<file path="src/idsbx_map.vh">
// Opcode fields, bit positions and reset values for the instruction core
`ifndef IDSBX_MAP_VH
`define IDSBX_MAP_VH

// Widths
`define IDSBX_INSTR_W 14
`define IDSBX_DATA_W 8
`define IDSBX_FADDR_W 7
`define IDSBX_PC_W 15
`define IDSBX_BRK_W 11
`define IDSBX_PAGE_W 8

// Field positions inside the instruction word and the page latch
`define IDSBX_OPHI_MSB 13
`define IDSBX_OPHI_LSB 8
`define IDSBX_OPBR_MSB 13
`define IDSBX_OPBR_LSB 11
`define IDSBX_DEST_BIT 7
`define IDSBX_FADDR_MSB 6
`define IDSBX_LIT_MSB 7
`define IDSBX_BRK_MSB 10
`define IDSBX_PAGE_MSB 6
`define IDSBX_PAGE_LSB 3

// Opcode codes, upper six bits unless noted
`define IDSBX_OP_DEC_FILE 6'h03
`define IDSBX_OP_DECSZ 6'h0B
`define IDSBX_OP_INC_FILE 6'h0A
`define IDSBX_OP_INCSZ 6'h0F
`define IDSBX_OP_ORLIT 6'h38
// Branch uses the upper three bits only
`define IDSBX_OP_BRANCH 3'h5

// Arithmetic unit modes
`define IDSBX_ALU_DEC 2'h0
`define IDSBX_ALU_INC 2'h1
`define IDSBX_ALU_OR 2'h2

// Reset values and counter steps
`define IDSBX_PC_RST 15'h0000
`define IDSBX_W_RST 8'h00
`define IDSBX_Z_RST 1'b0
`define IDSBX_PC_STEP 15'h0001
`define IDSBX_PC_SKIP 15'h0002

`endif

</file>
<file path="src/idsbx_alu.v">
// Combinational decrement, increment and OR unit with zero detect
`timescale 1ns/1ps
`include "idsbx_map.vh"

module idsbx_alu #(
  parameter DATA_W = 8
) (
  // Operation select
  input wire [1:0] aluMode,
  // Operands
  input wire [DATA_W-1:0] operandA,
  input wire [DATA_W-1:0] operandB,
  // Result
  output reg [DATA_W-1:0] aluResult,
  output wire aluZero
);

  always @* begin
    case (aluMode)
      `IDSBX_ALU_DEC: aluResult = operandA - {{(DATA_W-1){1'b0}}, 1'b1};
      `IDSBX_ALU_INC: aluResult = operandA + {{(DATA_W-1){1'b0}}, 1'b1};
      `IDSBX_ALU_OR: aluResult = operandA | operandB;
      default: aluResult = operandA;
    endcase
  end

  // Zero when every result bit is clear, wrap included
  assign aluZero = ~|aluResult;

endmodule

</file>
<file path="src/idsbx_core.v">
// Execution core for decrement, increment, skip, branch and OR-literal
//
// Overview of operation
// - decrement_file writes f minus one to work or file by d; zero updated.
// - decrement_skip_zero decrements file 0..127, result routed by d.
// - zero result there discards next instruction as a no-op, two cycles.
// - unconditional_branch loads 11-bit immediate into counter bits 10:0.
// - branch loads counter bits 14:11 from page latch bits 6:3.
// - unconditional_branch takes two cycles; the fetched next word is unused.
// - increment_file writes f plus one to work or file by d; zero updated.
// - increment_skip_zero routes by d, flags untouched, skips on zero.
// - or_literal_into_work ORs 8-bit literal into work, zero updated.
`timescale 1ns/1ps
`include "idsbx_map.vh"

module idsbx_core (
  // Clock and reset
  input wire clk_sys,
  input wire rst,
  // Instruction fetched at progCounter
  input wire [`IDSBX_INSTR_W-1:0] instrWord,
  input wire instrValid,
  output wire instrTaken,
  // Program paging latch contents
  input wire [`IDSBX_PAGE_W-1:0] pageLatch,
  // File register read port
  output wire [`IDSBX_FADDR_W-1:0] fileRdAddr,
  input wire [`IDSBX_DATA_W-1:0] fileRdData,
  // File register write port
  output reg fileWrEn,
  output reg [`IDSBX_FADDR_W-1:0] fileWrAddr,
  output reg [`IDSBX_DATA_W-1:0] fileWrData,
  // Core state
  output reg [`IDSBX_PC_W-1:0] progCounter,
  output reg [`IDSBX_DATA_W-1:0] workReg,
  output reg zeroFlag,
  output reg nopCycle
);

  // Sequencer states
  localparam ST_EXEC = 1'b0;
  localparam ST_NOP = 1'b1;

  reg state;
  reg next_state;

  // Decoded fields
  wire [5:0] opHi;
  wire [2:0] opBr;
  wire destFile;
  wire [`IDSBX_DATA_W-1:0] literal;
  wire [`IDSBX_BRK_W-1:0] branchLow;
  wire [3:0] branchHigh;
  wire [`IDSBX_PC_W-1:0] branchTarget;

  assign opHi = instrWord[`IDSBX_OPHI_MSB:`IDSBX_OPHI_LSB];
  assign opBr = instrWord[`IDSBX_OPBR_MSB:`IDSBX_OPBR_LSB];
  assign destFile = instrWord[`IDSBX_DEST_BIT];
  assign literal = instrWord[`IDSBX_LIT_MSB:0];
  assign branchLow = instrWord[`IDSBX_BRK_MSB:0];
  assign branchHigh = pageLatch[`IDSBX_PAGE_MSB:`IDSBX_PAGE_LSB];

  // Upper counter bits come from latch bits 6:3, the full four-bit field
  assign branchTarget = {branchHigh, branchLow};

  // Instruction class decode
  wire isDec;
  wire isDecSz;
  wire isInc;
  wire isIncSz;
  wire isOrLit;
  wire isBranch;
  wire isFileOp;
  wire isSkipOp;

  assign isDec = (opHi == `IDSBX_OP_DEC_FILE);
  assign isDecSz = (opHi == `IDSBX_OP_DECSZ);
  assign isInc = (opHi == `IDSBX_OP_INC_FILE);
  assign isIncSz = (opHi == `IDSBX_OP_INCSZ);
  assign isOrLit = (opHi == `IDSBX_OP_ORLIT);
  assign isBranch = (opBr == `IDSBX_OP_BRANCH);
  assign isFileOp = isDec | isDecSz | isInc | isIncSz;
  assign isSkipOp = isDecSz | isIncSz;

  // File operand address comes straight from the instruction
  assign fileRdAddr = instrWord[`IDSBX_FADDR_MSB:0];

  // Execution happens only outside the discard cycle
  wire exec;
  assign exec = instrValid && (state == ST_EXEC);
  assign instrTaken = exec;

  // Arithmetic unit selection
  reg [1:0] aluMode;
  wire [`IDSBX_DATA_W-1:0] operandA;
  wire [`IDSBX_DATA_W-1:0] aluResult;
  wire aluZero;

  always @* begin
    if (isDec || isDecSz) begin
      aluMode = `IDSBX_ALU_DEC;
    end else if (isInc || isIncSz) begin
      aluMode = `IDSBX_ALU_INC;
    end else begin
      aluMode = `IDSBX_ALU_OR;
    end
  end

  // OR-literal takes the work register, all others the file operand
  assign operandA = isOrLit ? workReg : fileRdData;

  idsbx_alu #(
    .DATA_W(`IDSBX_DATA_W)
  ) alu (
    .aluMode(aluMode),
    .operandA(operandA),
    .operandB(literal),
    .aluResult(aluResult),
    .aluZero(aluZero)
  );

  // Skip decision from the freshly computed result
  wire skipTaken;
  assign skipTaken = isSkipOp && aluZero;

  // Which side effects this instruction has
  wire writesFile;
  wire writesWork;
  wire touchesZero;

  // Destination bit picks file (1) or work register (0)
  assign writesFile = isFileOp && destFile;
  assign writesWork = (isFileOp && !destFile) || isOrLit;

  // Skip forms leave status alone
  assign touchesZero = isDec || isInc || isOrLit;

  // Next program counter
  reg [`IDSBX_PC_W-1:0] next_progCounter;

  always @* begin
    next_progCounter = progCounter;
    if (exec) begin
      if (isBranch) begin
        next_progCounter = branchTarget;
      end else if (skipTaken) begin
        // Step over the discarded word
        next_progCounter = progCounter + `IDSBX_PC_SKIP;
      end else begin
        next_progCounter = progCounter + `IDSBX_PC_STEP;
      end
    end
  end

  // Sequencer: branch and taken skip insert one no-op cycle
  always @* begin
    case (state)
      ST_EXEC: begin
        if (exec && (isBranch || skipTaken)) begin
          next_state = ST_NOP;
        end else begin
          next_state = ST_EXEC;
        end
      end
      ST_NOP: begin
        next_state = ST_EXEC;
      end
      default: begin
        next_state = ST_EXEC;
      end
    endcase
  end

  always @(posedge clk_sys or posedge rst) begin
    if (rst) begin
      state <= ST_EXEC;
      nopCycle <= 1'b0;
    end else begin
      state <= next_state;
      nopCycle <= next_state;
    end
  end

  always @(posedge clk_sys or posedge rst) begin
    if (rst) begin
      progCounter <= `IDSBX_PC_RST;
    end else begin
      progCounter <= next_progCounter;
    end
  end

  // Work register and zero flag
  always @(posedge clk_sys or posedge rst) begin
    if (rst) begin
      workReg <= `IDSBX_W_RST;
      zeroFlag <= `IDSBX_Z_RST;
    end else if (exec) begin
      if (writesWork) begin
        workReg <= aluResult;
      end
      if (touchesZero) begin
        zeroFlag <= aluZero;
      end
    end
  end

  // File write-back, one-cycle strobe
  always @(posedge clk_sys or posedge rst) begin
    if (rst) begin
      fileWrEn <= 1'b0;
      fileWrAddr <= {`IDSBX_FADDR_W{1'b0}};
      fileWrData <= {`IDSBX_DATA_W{1'b0}};
    end else begin
      fileWrEn <= exec && writesFile;
      if (exec && writesFile) begin
        fileWrAddr <= fileRdAddr;
        fileWrData <= aluResult;
      end
    end
  end

endmodule

</file>
<file path="config.mk">
export PLATFORM = sky130hd
export DESIGN_NAME = idsbx_core
export DESIGN_NICKNAME = d
export VERILOG_FILES = /design/src/idsbx_alu.v /design/src/idsbx_core.v
export VERILOG_INCLUDE_DIRS = /design/src
export SDC_FILE = /design/constraint.sdc
export NUM_CORES = 1
export LEC_CHECK = 0
export ABC_AREA = 1
export BUFFER_PORTS_ARGS = -buffer_cell sky130_fd_sc_hd__buf_2
export CORE_UTILIZATION = 35
export DETAILED_ROUTE_END_ITERATION = 10
export HOLD_SLACK_MARGIN = 0.06
export SETUP_SLACK_MARGIN = 0.1
export SLEW_MARGIN = 10
export SYNTH_ARGS = -nofsm -noshare
export SYNTH_HDL_FRONTEND = slang
export SYNTH_HIERARCHICAL = 1
export SYNTH_SLANG_ARGS = --single-unit
</file>
<file path="constraint.sdc">
create_clock -name clk_sys -period 5.9 [get_ports clk_sys]
set_input_delay 1.77 -clock clk_sys [delete_from_list [all_inputs] [get_ports clk_sys]]
set_output_delay 1.77 -clock clk_sys [all_outputs]
set_load 0.03 [all_outputs]
</file>
==> Word level (Yosys, flattened, before mapping) <==
Index checks and enable logic that the tools add are counted.
{ "totals": {"regBits": 41, "latch_bits": 0, "ramBits": 0, "mem_bits_ro": 0, "input_bits": 33, "output_inout_bits": 49, "word_cells": 51, "n_memories": 0} }
{ "op_classes": {"addsub": 4, "multipliers": 0, "div_mod_pow": 0, "n_lt_le_gt_ge": 0, "n_eq_ne": 8, "shift": 0, "muxes": 8, "bitwise": 6, "reduce_logical": 18} }
{ "op_table": {"columns": ["operator", "count"], "rows": [
  ["$mux 15", 2],
  ["$pmux 8 s3", 1],
  ["$eq 6x4->1 const B", 3],
  ["$add 15x1->15 const B", 1],
  ["$add 15x2->15 const B", 1],
  ["$add 8x1->8 const B", 1],
  ["$mux 8", 1],
  ["$or 8x8->8", 1],
  ["$reduce_or 8->1", 1],
  ["$sub 8x1->8 const B", 1],
  ["$eq 6x2->1 const B", 1],
  ["$eq 6x6->1 const B", 1],
  ["$logic_and 1x1->1", 6],
  ["$logic_or 1x1->1", 6],
  ["$mux 2", 2],
  ["$or 1x1->1", 4],
  ["$reduce_and 2->1", 2],
  ["$eq 3x3->1 const B", 1],
  ["$eq 2x1->1 const B", 1],
  ["$eq 2x2->1 const B", 1],
  ["$logic_not 1->1", 2],
  ["$logic_not 2->1", 1],
  ["$pmux 1 s2", 1],
  ["$mux 1", 1],
  ["$not 1->1", 1]
]} }

==> Longest topological paths before layout <==
Gate-level depths: netlist of the first run.
{ "depth": {"word_depth": 13, "depth_mapped": 29, "mapped_depth_nobuf": 29} }

==> Cells and area by module <==
Netlist of the first run, hierarchy kept.
{ "by_module_without_submodules": {"columns": ["mod", "instances", "cells_each", "area_per_inst_um2"], "rows": [
  ["idsbx_core", 1, 371, 2690.1],
  ["idsbx_alu", 1, 118, 591.8]
]} }

==> Least setup slack after synthesis of the first run <==
OpenSTA, ideal clock, no wires.
{ "synth_timing": {"kind": "input-to-reg", "start": "input port instrWord[11]", "end": "register progCounter[10]", "arrival_ns": 4.324, "path_slack_ns": 1.459, "stages": 26, "cell_sequence": "inv_2 -> nor2_2 -> nand4_1 -> nand3_2 -> inv_1 -> inv_2 -> nand2_1 -> inv_1 -> fa_1 -> inv_1 -> nand2_1 -> nand3_2 -> nand2_2 -> nor2_1 -> nand3_1 -> nor2_1 -> nand2_1 -> nor2_1 -> nand2_1 -> nor2_4 -> buf_4 -> nand2_1 -> nand3b_1 -> nand3_1 -> nand2_1 -> nand2_1"} }
{ "synth_between": {"elab_chain_len": 11, "elab_cells_between_ends": 24, "classes_between": "add/sub (2); eq/ne (8); mux (6); bitwise (2); reduce/logical (6)"} }
{ "synth_lines": {"columns": ["element", "line_no", "rtl"], "rows": [
  ["start: declaration", "idsbx_core.v:21", "input wire [`IDSBX_INSTR_W-1:0] instrWord,"],
  ["$eq 6x4->1 (no source line)", null, null],
  ["$logic_or 1x1->1", "idsbx_core.v:102", "end else if (isInc || isIncSz) begin"],
  ["$mux 2", "idsbx_core.v:102", null],
  ["$mux 2 *", "idsbx_core.v:100", "if (isDec || isDecSz) begin"],
  ["net aluMode[1]", "idsbx_core.v:94", "reg [1:0] aluMode;"],
  ["$eq 2x2->1 (tied with other cells)", "idsbx_alu.v:19", "case (aluMode)"],
  ["$pmux 8 s3 *", "idsbx_alu.v:19", null],
  ["net aluResult[2]", "idsbx_core.v:96", "wire [`IDSBX_DATA_W-1:0] aluResult;"],
  ["$reduce_or 8->1 *", "idsbx_alu.v:28", "assign aluZero = ~|aluResult;"],
  ["$logic_not 1->1 *", "idsbx_alu.v:28", null],
  ["net aluZero", "idsbx_core.v:97", "wire aluZero;"],
  ["$logic_and 1x1->1 *", "idsbx_core.v:124", "assign skipTaken = isSkipOp && aluZero;"],
  ["$mux 15 *", "idsbx_core.v:146", "end else if (skipTaken) begin"],
  ["$mux 15 *", "idsbx_core.v:144", "if (isBranch) begin"],
  ["end signal: assignment", "idsbx_core.v:186", "progCounter <= `IDSBX_PC_RST;"],
  ["end signal: assignment", "idsbx_core.v:188", "progCounter <= next_progCounter;"],
  ["end: declaration", "idsbx_core.v:34", "output reg [`IDSBX_PC_W-1:0] progCounter,"]
]} }
Mark *: on every way through the listed nets, which the timed path passes. The rest lies on a longest branch.
A chain may end at the register's enable or synchronous reset.

==> Worst setup path after layout of the first run <==
{ "layout_timing": {"start": "input port instrWord[13]", "end": "register progCounter[9]"} }
The elaborated chain is that of the path after synthesis.

==> impl_metrics.toml, run 1 <==
[critical_path]
crit_arrival_ns = 5.24
worst_ep_required_time_ns = 6.10
worst-setup-path-type = "input pin to register"
crit_path_end_kind = "register"
critical_path.startpoint_type = "input pin"
critical_path.max_fanout = 17
timing.critical_path.mode_cell = "sky130_fd_sc_hd__nand2_1"
worst_path_max_delay_cell = "sky130_fd_sc_hd__ha_1"
max_stage_delay_ns = 0.49

[floorplanning]
fp.dieArea_um2 = 9770
die_width_um = 98.8
core_region_area_um2 = 8890
floorplan.rows = 34
dieHeight_um = 98.8
initial_core_util_pct = 36.9
pin_count = 82

[cts]
post-cts-setup-buffer-count = 0
path_clk_slew_ns = 0.09
ctsHtreeMaxLevel = 2
tritoncts.num_buffers = 5
cts.hold.buffers_added = 0
post_cts_resized = 0
cts-root-to-sink-buffers = 2
clock_network_latency_to_the_later_pin_of_the_worst_skew_pair_ns = 0.31
clock-root-buffer = "sky130_fd_sc_hd__clkbuf_8"
clock-sinks = 41
clock_tree_from_tritoncts = "yes"

[synth]
post_synth_inst_count = 489
synth-edff-count = 0
postSynthNetCount = 533
synthesis.area_um2 = 3280
netlist-cell-type-count = 34
synth-compound-area-share_pct = 5.18
share_of_cell_area_taken_by_muxes_after_synthesis_pct = 2.74
synthAdderAreaFrac_pct = 4.42
mean_area_per_synthesized_cell_um2 = 6.71
synthFlopType = "sky130_fd_sc_hd__dfrtp_1"
synth_xor_area_share_pct = 2.13
synth_seq_area_share_pct = 31.3
synth_top_family_by_area = "simple AND/OR/NAND/NOR gates"
yosys_warnings = 6
postSynthRegisterBits = 41
postSynth.asyncResetShare_pct = 100
synth_simple_gate_area_share_pct = 43.0

[place]
placement.setup.worst_slack_ns = 0.567
half_perimeter_wire_length_after_detailed_placement_um = 6640
placement.io_buffers = 77
detailed_place.area_um2 = 3670
routability_congestion_estimate_from_global_placement = 0.819

[run_status]
result_of_the_run = "finished clean"

[timing]
post-route-period-util_pct = 85.5
rsz0062_at_grt = "no"
worst_slack_ns = 0.857
finalClockSkew_ns = 0.0161
timing.fmax_ghz = 0.198
timing_max_transition_violations_final = 0
timing.final.crit_period_ns = 5.04
timing.final.setup_violations = 0
slew_headroom_pct = 52.9
fin_setup_tns_ns = 0
worst-slew-pin-transition_ns = 0.705
finalHoldWorstSlack_ns = 0.487
count_of_endpoints_failing_hold_in_the_final_timing_report = 0

[hold_path]
holdCritPathClass = "register to register"

[global_routing]
grt_first_pass_wirelength_um = 14700
grt_start_max_net_pins = 42
first_global_vias = 3040
antenna_found_initial = 0
global_route_overflow = 0
grt_util_all_layers_pct = 18.7

[routing]
first_pass_iters = 4
dr.first_iter.drc_count = 158
drt-vias-per-instance = 4.84
dr_total_vias = 3218
antenna_violating_nets_post_route = 0
route.detailed.wl_per_inst_um = 13.2
postRouteWirelength_um = 8760
drc = 0

[final_layout]
area.growth.synth_to_final_pct = 16.1
design.final.nets = 600
final_common_cell = "sky130_fd_sc_hd__nand2_1"
share_of_final_layout_standard_cells_stronger_than_drive_strength_1_pct = 23.7
final_design_area_no_fill_um2 = 3810
final_cell_mix = "205 x sky130_fd_sc_hd__nand2_1, 77 x sky130_fd_sc_hd__buf_2, 52 x sky130_fd_sc_hd__nand3_1"
num_antenna_cells = 0

[power_and_ir_drop]
total_power_uw = 1200
cellLeakagePower_uw = 0.00218
powerDensity_nw_per_um2 = 316
ir_worst_vdd_mv = 0.160

[job]
timing.max_cap.violations = 0
layer usage:
metal  wire length, µm  global-route usage, %  vias up
met5                 0                      0        -
met2              4190                   32.3       83
li1                  -                      -     1663
met1              3920                   24.1     1461
met3               515                   3.62       11
met4               134                   4.48        0
worst paths after layout:
| path | end | startpoint | cells after the start | slack, ns |
|---|---|---|---|---|
| worst max-delay path | progCounter[9] | instrWord[13] | 29 | 0.86 |
| worst min-delay path | fileWrData[4] | fileWrData[4] | 2 | 0.49 |
| worst max register to register | progCounter[9] | workReg[0] | 21 | 2.97 |
| worst min register to register | fileWrData[4] | fileWrData[4] | 2 | 0.49 |
| max in group asynchronous | workReg[7] | rst | 3 | 3.92 |
| min in group asynchronous | progCounter[5] | rst | 3 | 1.59 |
cell type report:
type	count	area, µm²
fillers	958	5080
well taps	108	135
clock inverters	3	68.8
flip-flops and latches	41	1030
inverters	58	218
repair buffers	80	408
clock buffers	5	68.8
multi-input cells	370	1890
flip-flops by register name, summed over array words and instances (netlist names):
name and count:
state 1, fileWrEn 1, fileWrData 8, workReg 8, progCounter 15, zeroFlag 1, fileWrAddr 7
synthesized netlist by cell type, types with 2 or more instances:
master	n	share of area (%)
sky130_fd_sc_hd__nand2_1	205	23
sky130_fd_sc_hd__nand3_1	52	7.9
sky130_fd_sc_hd__inv_1	50	5.7
sky130_fd_sc_hd__dfrtp_1	41	31
sky130_fd_sc_hd__nor2_1	20	2.3
sky130_fd_sc_hd__a21oi_1	10	1.5
sky130_fd_sc_hd__buf_4	10	2.3
sky130_fd_sc_hd__ha_1	10	3.8
sky130_fd_sc_hd__mux2_2	8	2.7
sky130_fd_sc_hd__nor2_2	8	1.5
sky130_fd_sc_hd__inv_2	7	0.80
sky130_fd_sc_hd__nand4_1	7	1.3
sky130_fd_sc_hd__o21ai_0	6	0.92
sky130_fd_sc_hd__o21ai_1	6	0.92
sky130_fd_sc_hd__nand3b_1	5	1.1
sky130_fd_sc_hd__nor2_4	5	1.7
sky130_fd_sc_hd__xor2_1	5	1.3
sky130_fd_sc_hd__buf_2	4	0.61
sky130_fd_sc_hd__buf_6	4	1.4
sky130_fd_sc_hd__nand2_2	4	0.76
sky130_fd_sc_hd__nand3_2	4	1.2
sky130_fd_sc_hd__xnor2_1	3	0.80
sky130_fd_sc_hd__a211o_2	2	0.61
sky130_fd_sc_hd__nand2_4	2	0.69
sky130_fd_sc_hd__o211ai_2	2	0.76
logic make-up after synthesis:
kind of cell | count (synthesis)
simple gates | 315
buf+inv | 78
flops | 41
compound gates | 28
fa+ha+maj | 11
xor+xnor | 8
mux | 8
critical path, delay by kind of cell:
family,cells,cell delay [ns]
buf+inv,7,0.78
fa+ha+maj,1,0.49
simple gates,21,2.19
power by group:
part / switching, µW / internal, µW
clock: 113 / 171
sequential: 80.8 / 350
combinational: 332 / 156
total: 526 / 677
stage by stage:
stage	std cells	util (%)
floorplan	489	-
global placement	657	41.3
detailed placement	657	41.3
CTS	665	42.9
global route	665	42.9
finish	665	42.9
Note: power is estimated with default switching activity, not from simulation.
==> inputs of run 2 (changes only) <==
- ABC_AREA: 1 -> default
- CORE_MARGIN: default -> 2
- SYNTH_HIERARCHICAL: 1 -> default
==> run 2 against run 1 <==
  * First-iteration DRC count fell by 7.6%
  * Critical path type unchanged
  * Fmax fell by 8.2%
  * Synthesized area shrank 15%
  * Non-clock buffer count grew 7
  * Highest routed layer unchanged
  * Worst hold slack improved by 0.0047 ns
  * Sequential share of layout area grew 3.5 points
  * Critical endpoint is now progCounter[8]
  * Clock-buffer cell count unchanged
  * Critical path depth is 15 lower
  * Combinational power down 12%
  * Die area shrank 11%
==> impl_metrics.toml, run 2 <==
[run_status]
result_of_the_run = "finished clean"

[global_routing]
global_route_overflow = 0
grt_start_max_net_pins = 42
antenna_found_initial = 0
grt_first_pass_wirelength_um = 12800
grt_util_all_layers_pct = 18.6
first_global_vias = 2428

[synth]
postSynthRegisterBits = 41
postSynth.asyncResetShare_pct = 100
post_synth_inst_count = 297
synth.area.top_cells = "sky130_fd_sc_hd__dfrtp_1 37%, sky130_fd_sc_hd__mux2_2 7.7%, sky130_fd_sc_hd__ha_1 3.6%, sky130_fd_sc_hd__a21oi_1 3.4%, sky130_fd_sc_hd__o21ai_0 3.4%"
synthMostInstantiatedCell = "sky130_fd_sc_hd__dfrtp_1"
synth_seq_area_share_pct = 37.0
yosys-top-cells-count = "41 x sky130_fd_sc_hd__dfrtp_1, 24 x sky130_fd_sc_hd__nand2_1, 19 x sky130_fd_sc_hd__a21oi_1, 19 x sky130_fd_sc_hd__mux2_2, 19 x sky130_fd_sc_hd__o21ai_0"
synth_largest_area_cell = "sky130_fd_sc_hd__dfrtp_1"
netlist-cell-type-count = 61
synthFlopType = "sky130_fd_sc_hd__dfrtp_1"
postSynthNetCount = 339
synth-edff-count = 0
mean_area_per_synthesized_cell_um2 = 9.35
synthesis.area_um2 = 2780
synthDominantCellAreaShare_pct = 37.0
yosys_warnings = 0

[critical_path]
worst_ep_required_time_ns = 6.11
critical_path.max_fanout = 10
worst-setup-path-type = "input pin to register"
crit_arrival_ns = 5.71
crit_path_end_kind = "register"
critical_path.startpoint_type = "input pin"

[timing]
timing.final.crit_period_ns = 5.50
post-route-period-util_pct = 93.2
timing_max_transition_violations_final = 0
timing.fmax_ghz = 0.182
timing.final.setup_violations = 0
worst_slack_ns = 0.404
rsz0062_at_grt = "no"
count_of_endpoints_failing_hold_in_the_final_timing_report = 0
slew_headroom_pct = 46.0
worst-slew-pin-transition_ns = 0.808
fin_setup_tns_ns = 0
finalClockSkew_ns = 0.0111

[cts]
clock_network_latency_to_the_later_pin_of_the_worst_skew_pair_ns = 0.30
clock-root-buffer = "sky130_fd_sc_hd__clkbuf_8"
clock_tree_from_tritoncts = "yes"
cts-root-to-sink-buffers = 2
ctsHtreeMaxLevel = 2
post_cts_resized = 0
clock-sinks = 41
tritoncts.num_buffers = 5
cts.hold.buffers_added = 0
path_clk_slew_ns = 0.09
post-cts-setup-buffer-count = 0

[routing]
dr.first_iter.drc_count = 146
route.detailed.wl_per_inst_um = 16.7
first_pass_iters = 4
antenna_violating_nets_post_route = 0
dr_total_vias = 2633
drc = 0
drt-vias-per-instance = 5.55
postRouteWirelength_um = 7930

[place]
routability_congestion_estimate_from_global_placement = 0.856
place_inst = 466
placement.io_buffers = 77
half_perimeter_wire_length_after_detailed_placement_um = 5760
placement.setup.worst_slack_ns = 0.186

[final_layout]
layout_top_registers = "progCounter (15), fileWrData (8), workReg (8)"
registers.top_by_ff_count = "progCounter"
post_layout_nonfiller_instances = 474
largest_register_ffs = 15
final_common_cell = "sky130_fd_sc_hd__buf_2"
final_cell_mix = "77 x sky130_fd_sc_hd__buf_2, 41 x sky130_fd_sc_hd__dfrtp_1, 24 x sky130_fd_sc_hd__nand2_1"
share_of_final_layout_standard_cells_stronger_than_drive_strength_1_pct = 34.9
area.growth.synth_to_final_pct = 21.3
fillerInstances = 787
design.final.nets = 413
num_antenna_cells = 0

[floorplanning]
initial_core_util_pct = 36.1
die_width_um = 93.1
dieHeight_um = 93.1
core_region_area_um2 = 7690
floorplan.rows = 32
pin_count = 82
fp.dieArea_um2 = 8660

[power_and_ir_drop]
ir_worst_vdd_mv = 0.159
cellLeakagePower_uw = 0.00161
total_power_uw = 1080
powerDensity_nw_per_um2 = 320

[job]
timing.max_cap.violations = 0

[hold_path]
holdCritPathClass = "register to register"
-- run 2: critical path, stage by stage --
cell	delay [ns]
sky130_fd_sc_hd__buf_2	0.13
sky130_fd_sc_hd__and4bb_2	0.37
sky130_fd_sc_hd__nand2_4	0.13
sky130_fd_sc_hd__mux2_4	0.34
sky130_fd_sc_hd__ha_1	0.34
sky130_fd_sc_hd__inv_1	0.07
sky130_fd_sc_hd__nor4_1	0.53
sky130_fd_sc_hd__nor3_1	0.14
sky130_fd_sc_hd__o21ai_0	0.28
sky130_fd_sc_hd__a31oi_1	0.25
sky130_fd_sc_hd__nor4_4	0.45
sky130_fd_sc_hd__mux2_4	0.41
sky130_fd_sc_hd__and3_2	0.25
sky130_fd_sc_hd__a311oi_2	0.26
-- run 2: kinds of logic after synthesis --
group | after synthesis | share of synthesized area [%]
adder cells (fa/ha/maj) | 10 | 4.73
buffers and inverters | 34 | 5.90
AO/OA/AOI/OAI | 87 | 21.3
flip-flops | 41 | 37.0
multiplexers | 26 | 10.6
AND/OR/NAND/NOR | 95 | 19.3
XOR/XNOR | 4 | 1.26
-- run 2: layout make-up --
class | count | area [µm²] | share of cell area, %
Tap cell | 102 | 128 | 3.79
Timing Repair Buffer | 87 | 460 | 13.7
Inverter | 14 | 52.6 | 1.56
Clock buffer | 5 | 68.8 | 2.04
Clock inverter | 3 | 46.3 | 1.37
Multi-Input combinational cell | 222 | 1590 | 47.1
Sequential cell | 41 | 1030 | 30.5
-- run 2: through the flow --
step	hold WS, ns	area [µm²]	utilization (%)
6_report	0.492	3370	43.8
2_1_floorplan	0.660	2780	-
4_1_cts	0.497	3370	43.8
3_3_place_gp	0.460	3250	42.3
3_5_place_dp	0.475	3250	42.3
5_1_grt	0.511	3370	43.8
-- run 2: final timing paths --
path / start / to / slack, ns / cells after the start
max: instrWord[10] / progCounter[8] / 0.40 / 14
min: fileWrData[6] / fileWrData[6] / 0.49 / 2
max reg2reg: workReg[2] / progCounter[8] / 2.14 / 11
min reg2reg: fileWrData[6] / fileWrData[6] / 0.49 / 2
max in group asynchronous: rst / workReg[7] / 3.94 / 3
min in group asynchronous: rst / fileWrData[3] / 1.58 / 3
-- run 2: where the power goes --
group | switching, µW | internal (µW) | total, µW
registers | 66.4 | 345 | 411
clock network | 112 | 127 | 239
logic | 277 | 150 | 427
total | 455 | 622 | 1080
-- run 2: metal layers --
layer,vias to the layer above,part of all wire [%],track usage (%)
met5,-,0,0
met4,0,1.5,6.00
met3,9,5.8,3.38
met2,80,48,29.2
met1,1286,45,26.1
li1,1258,-,-
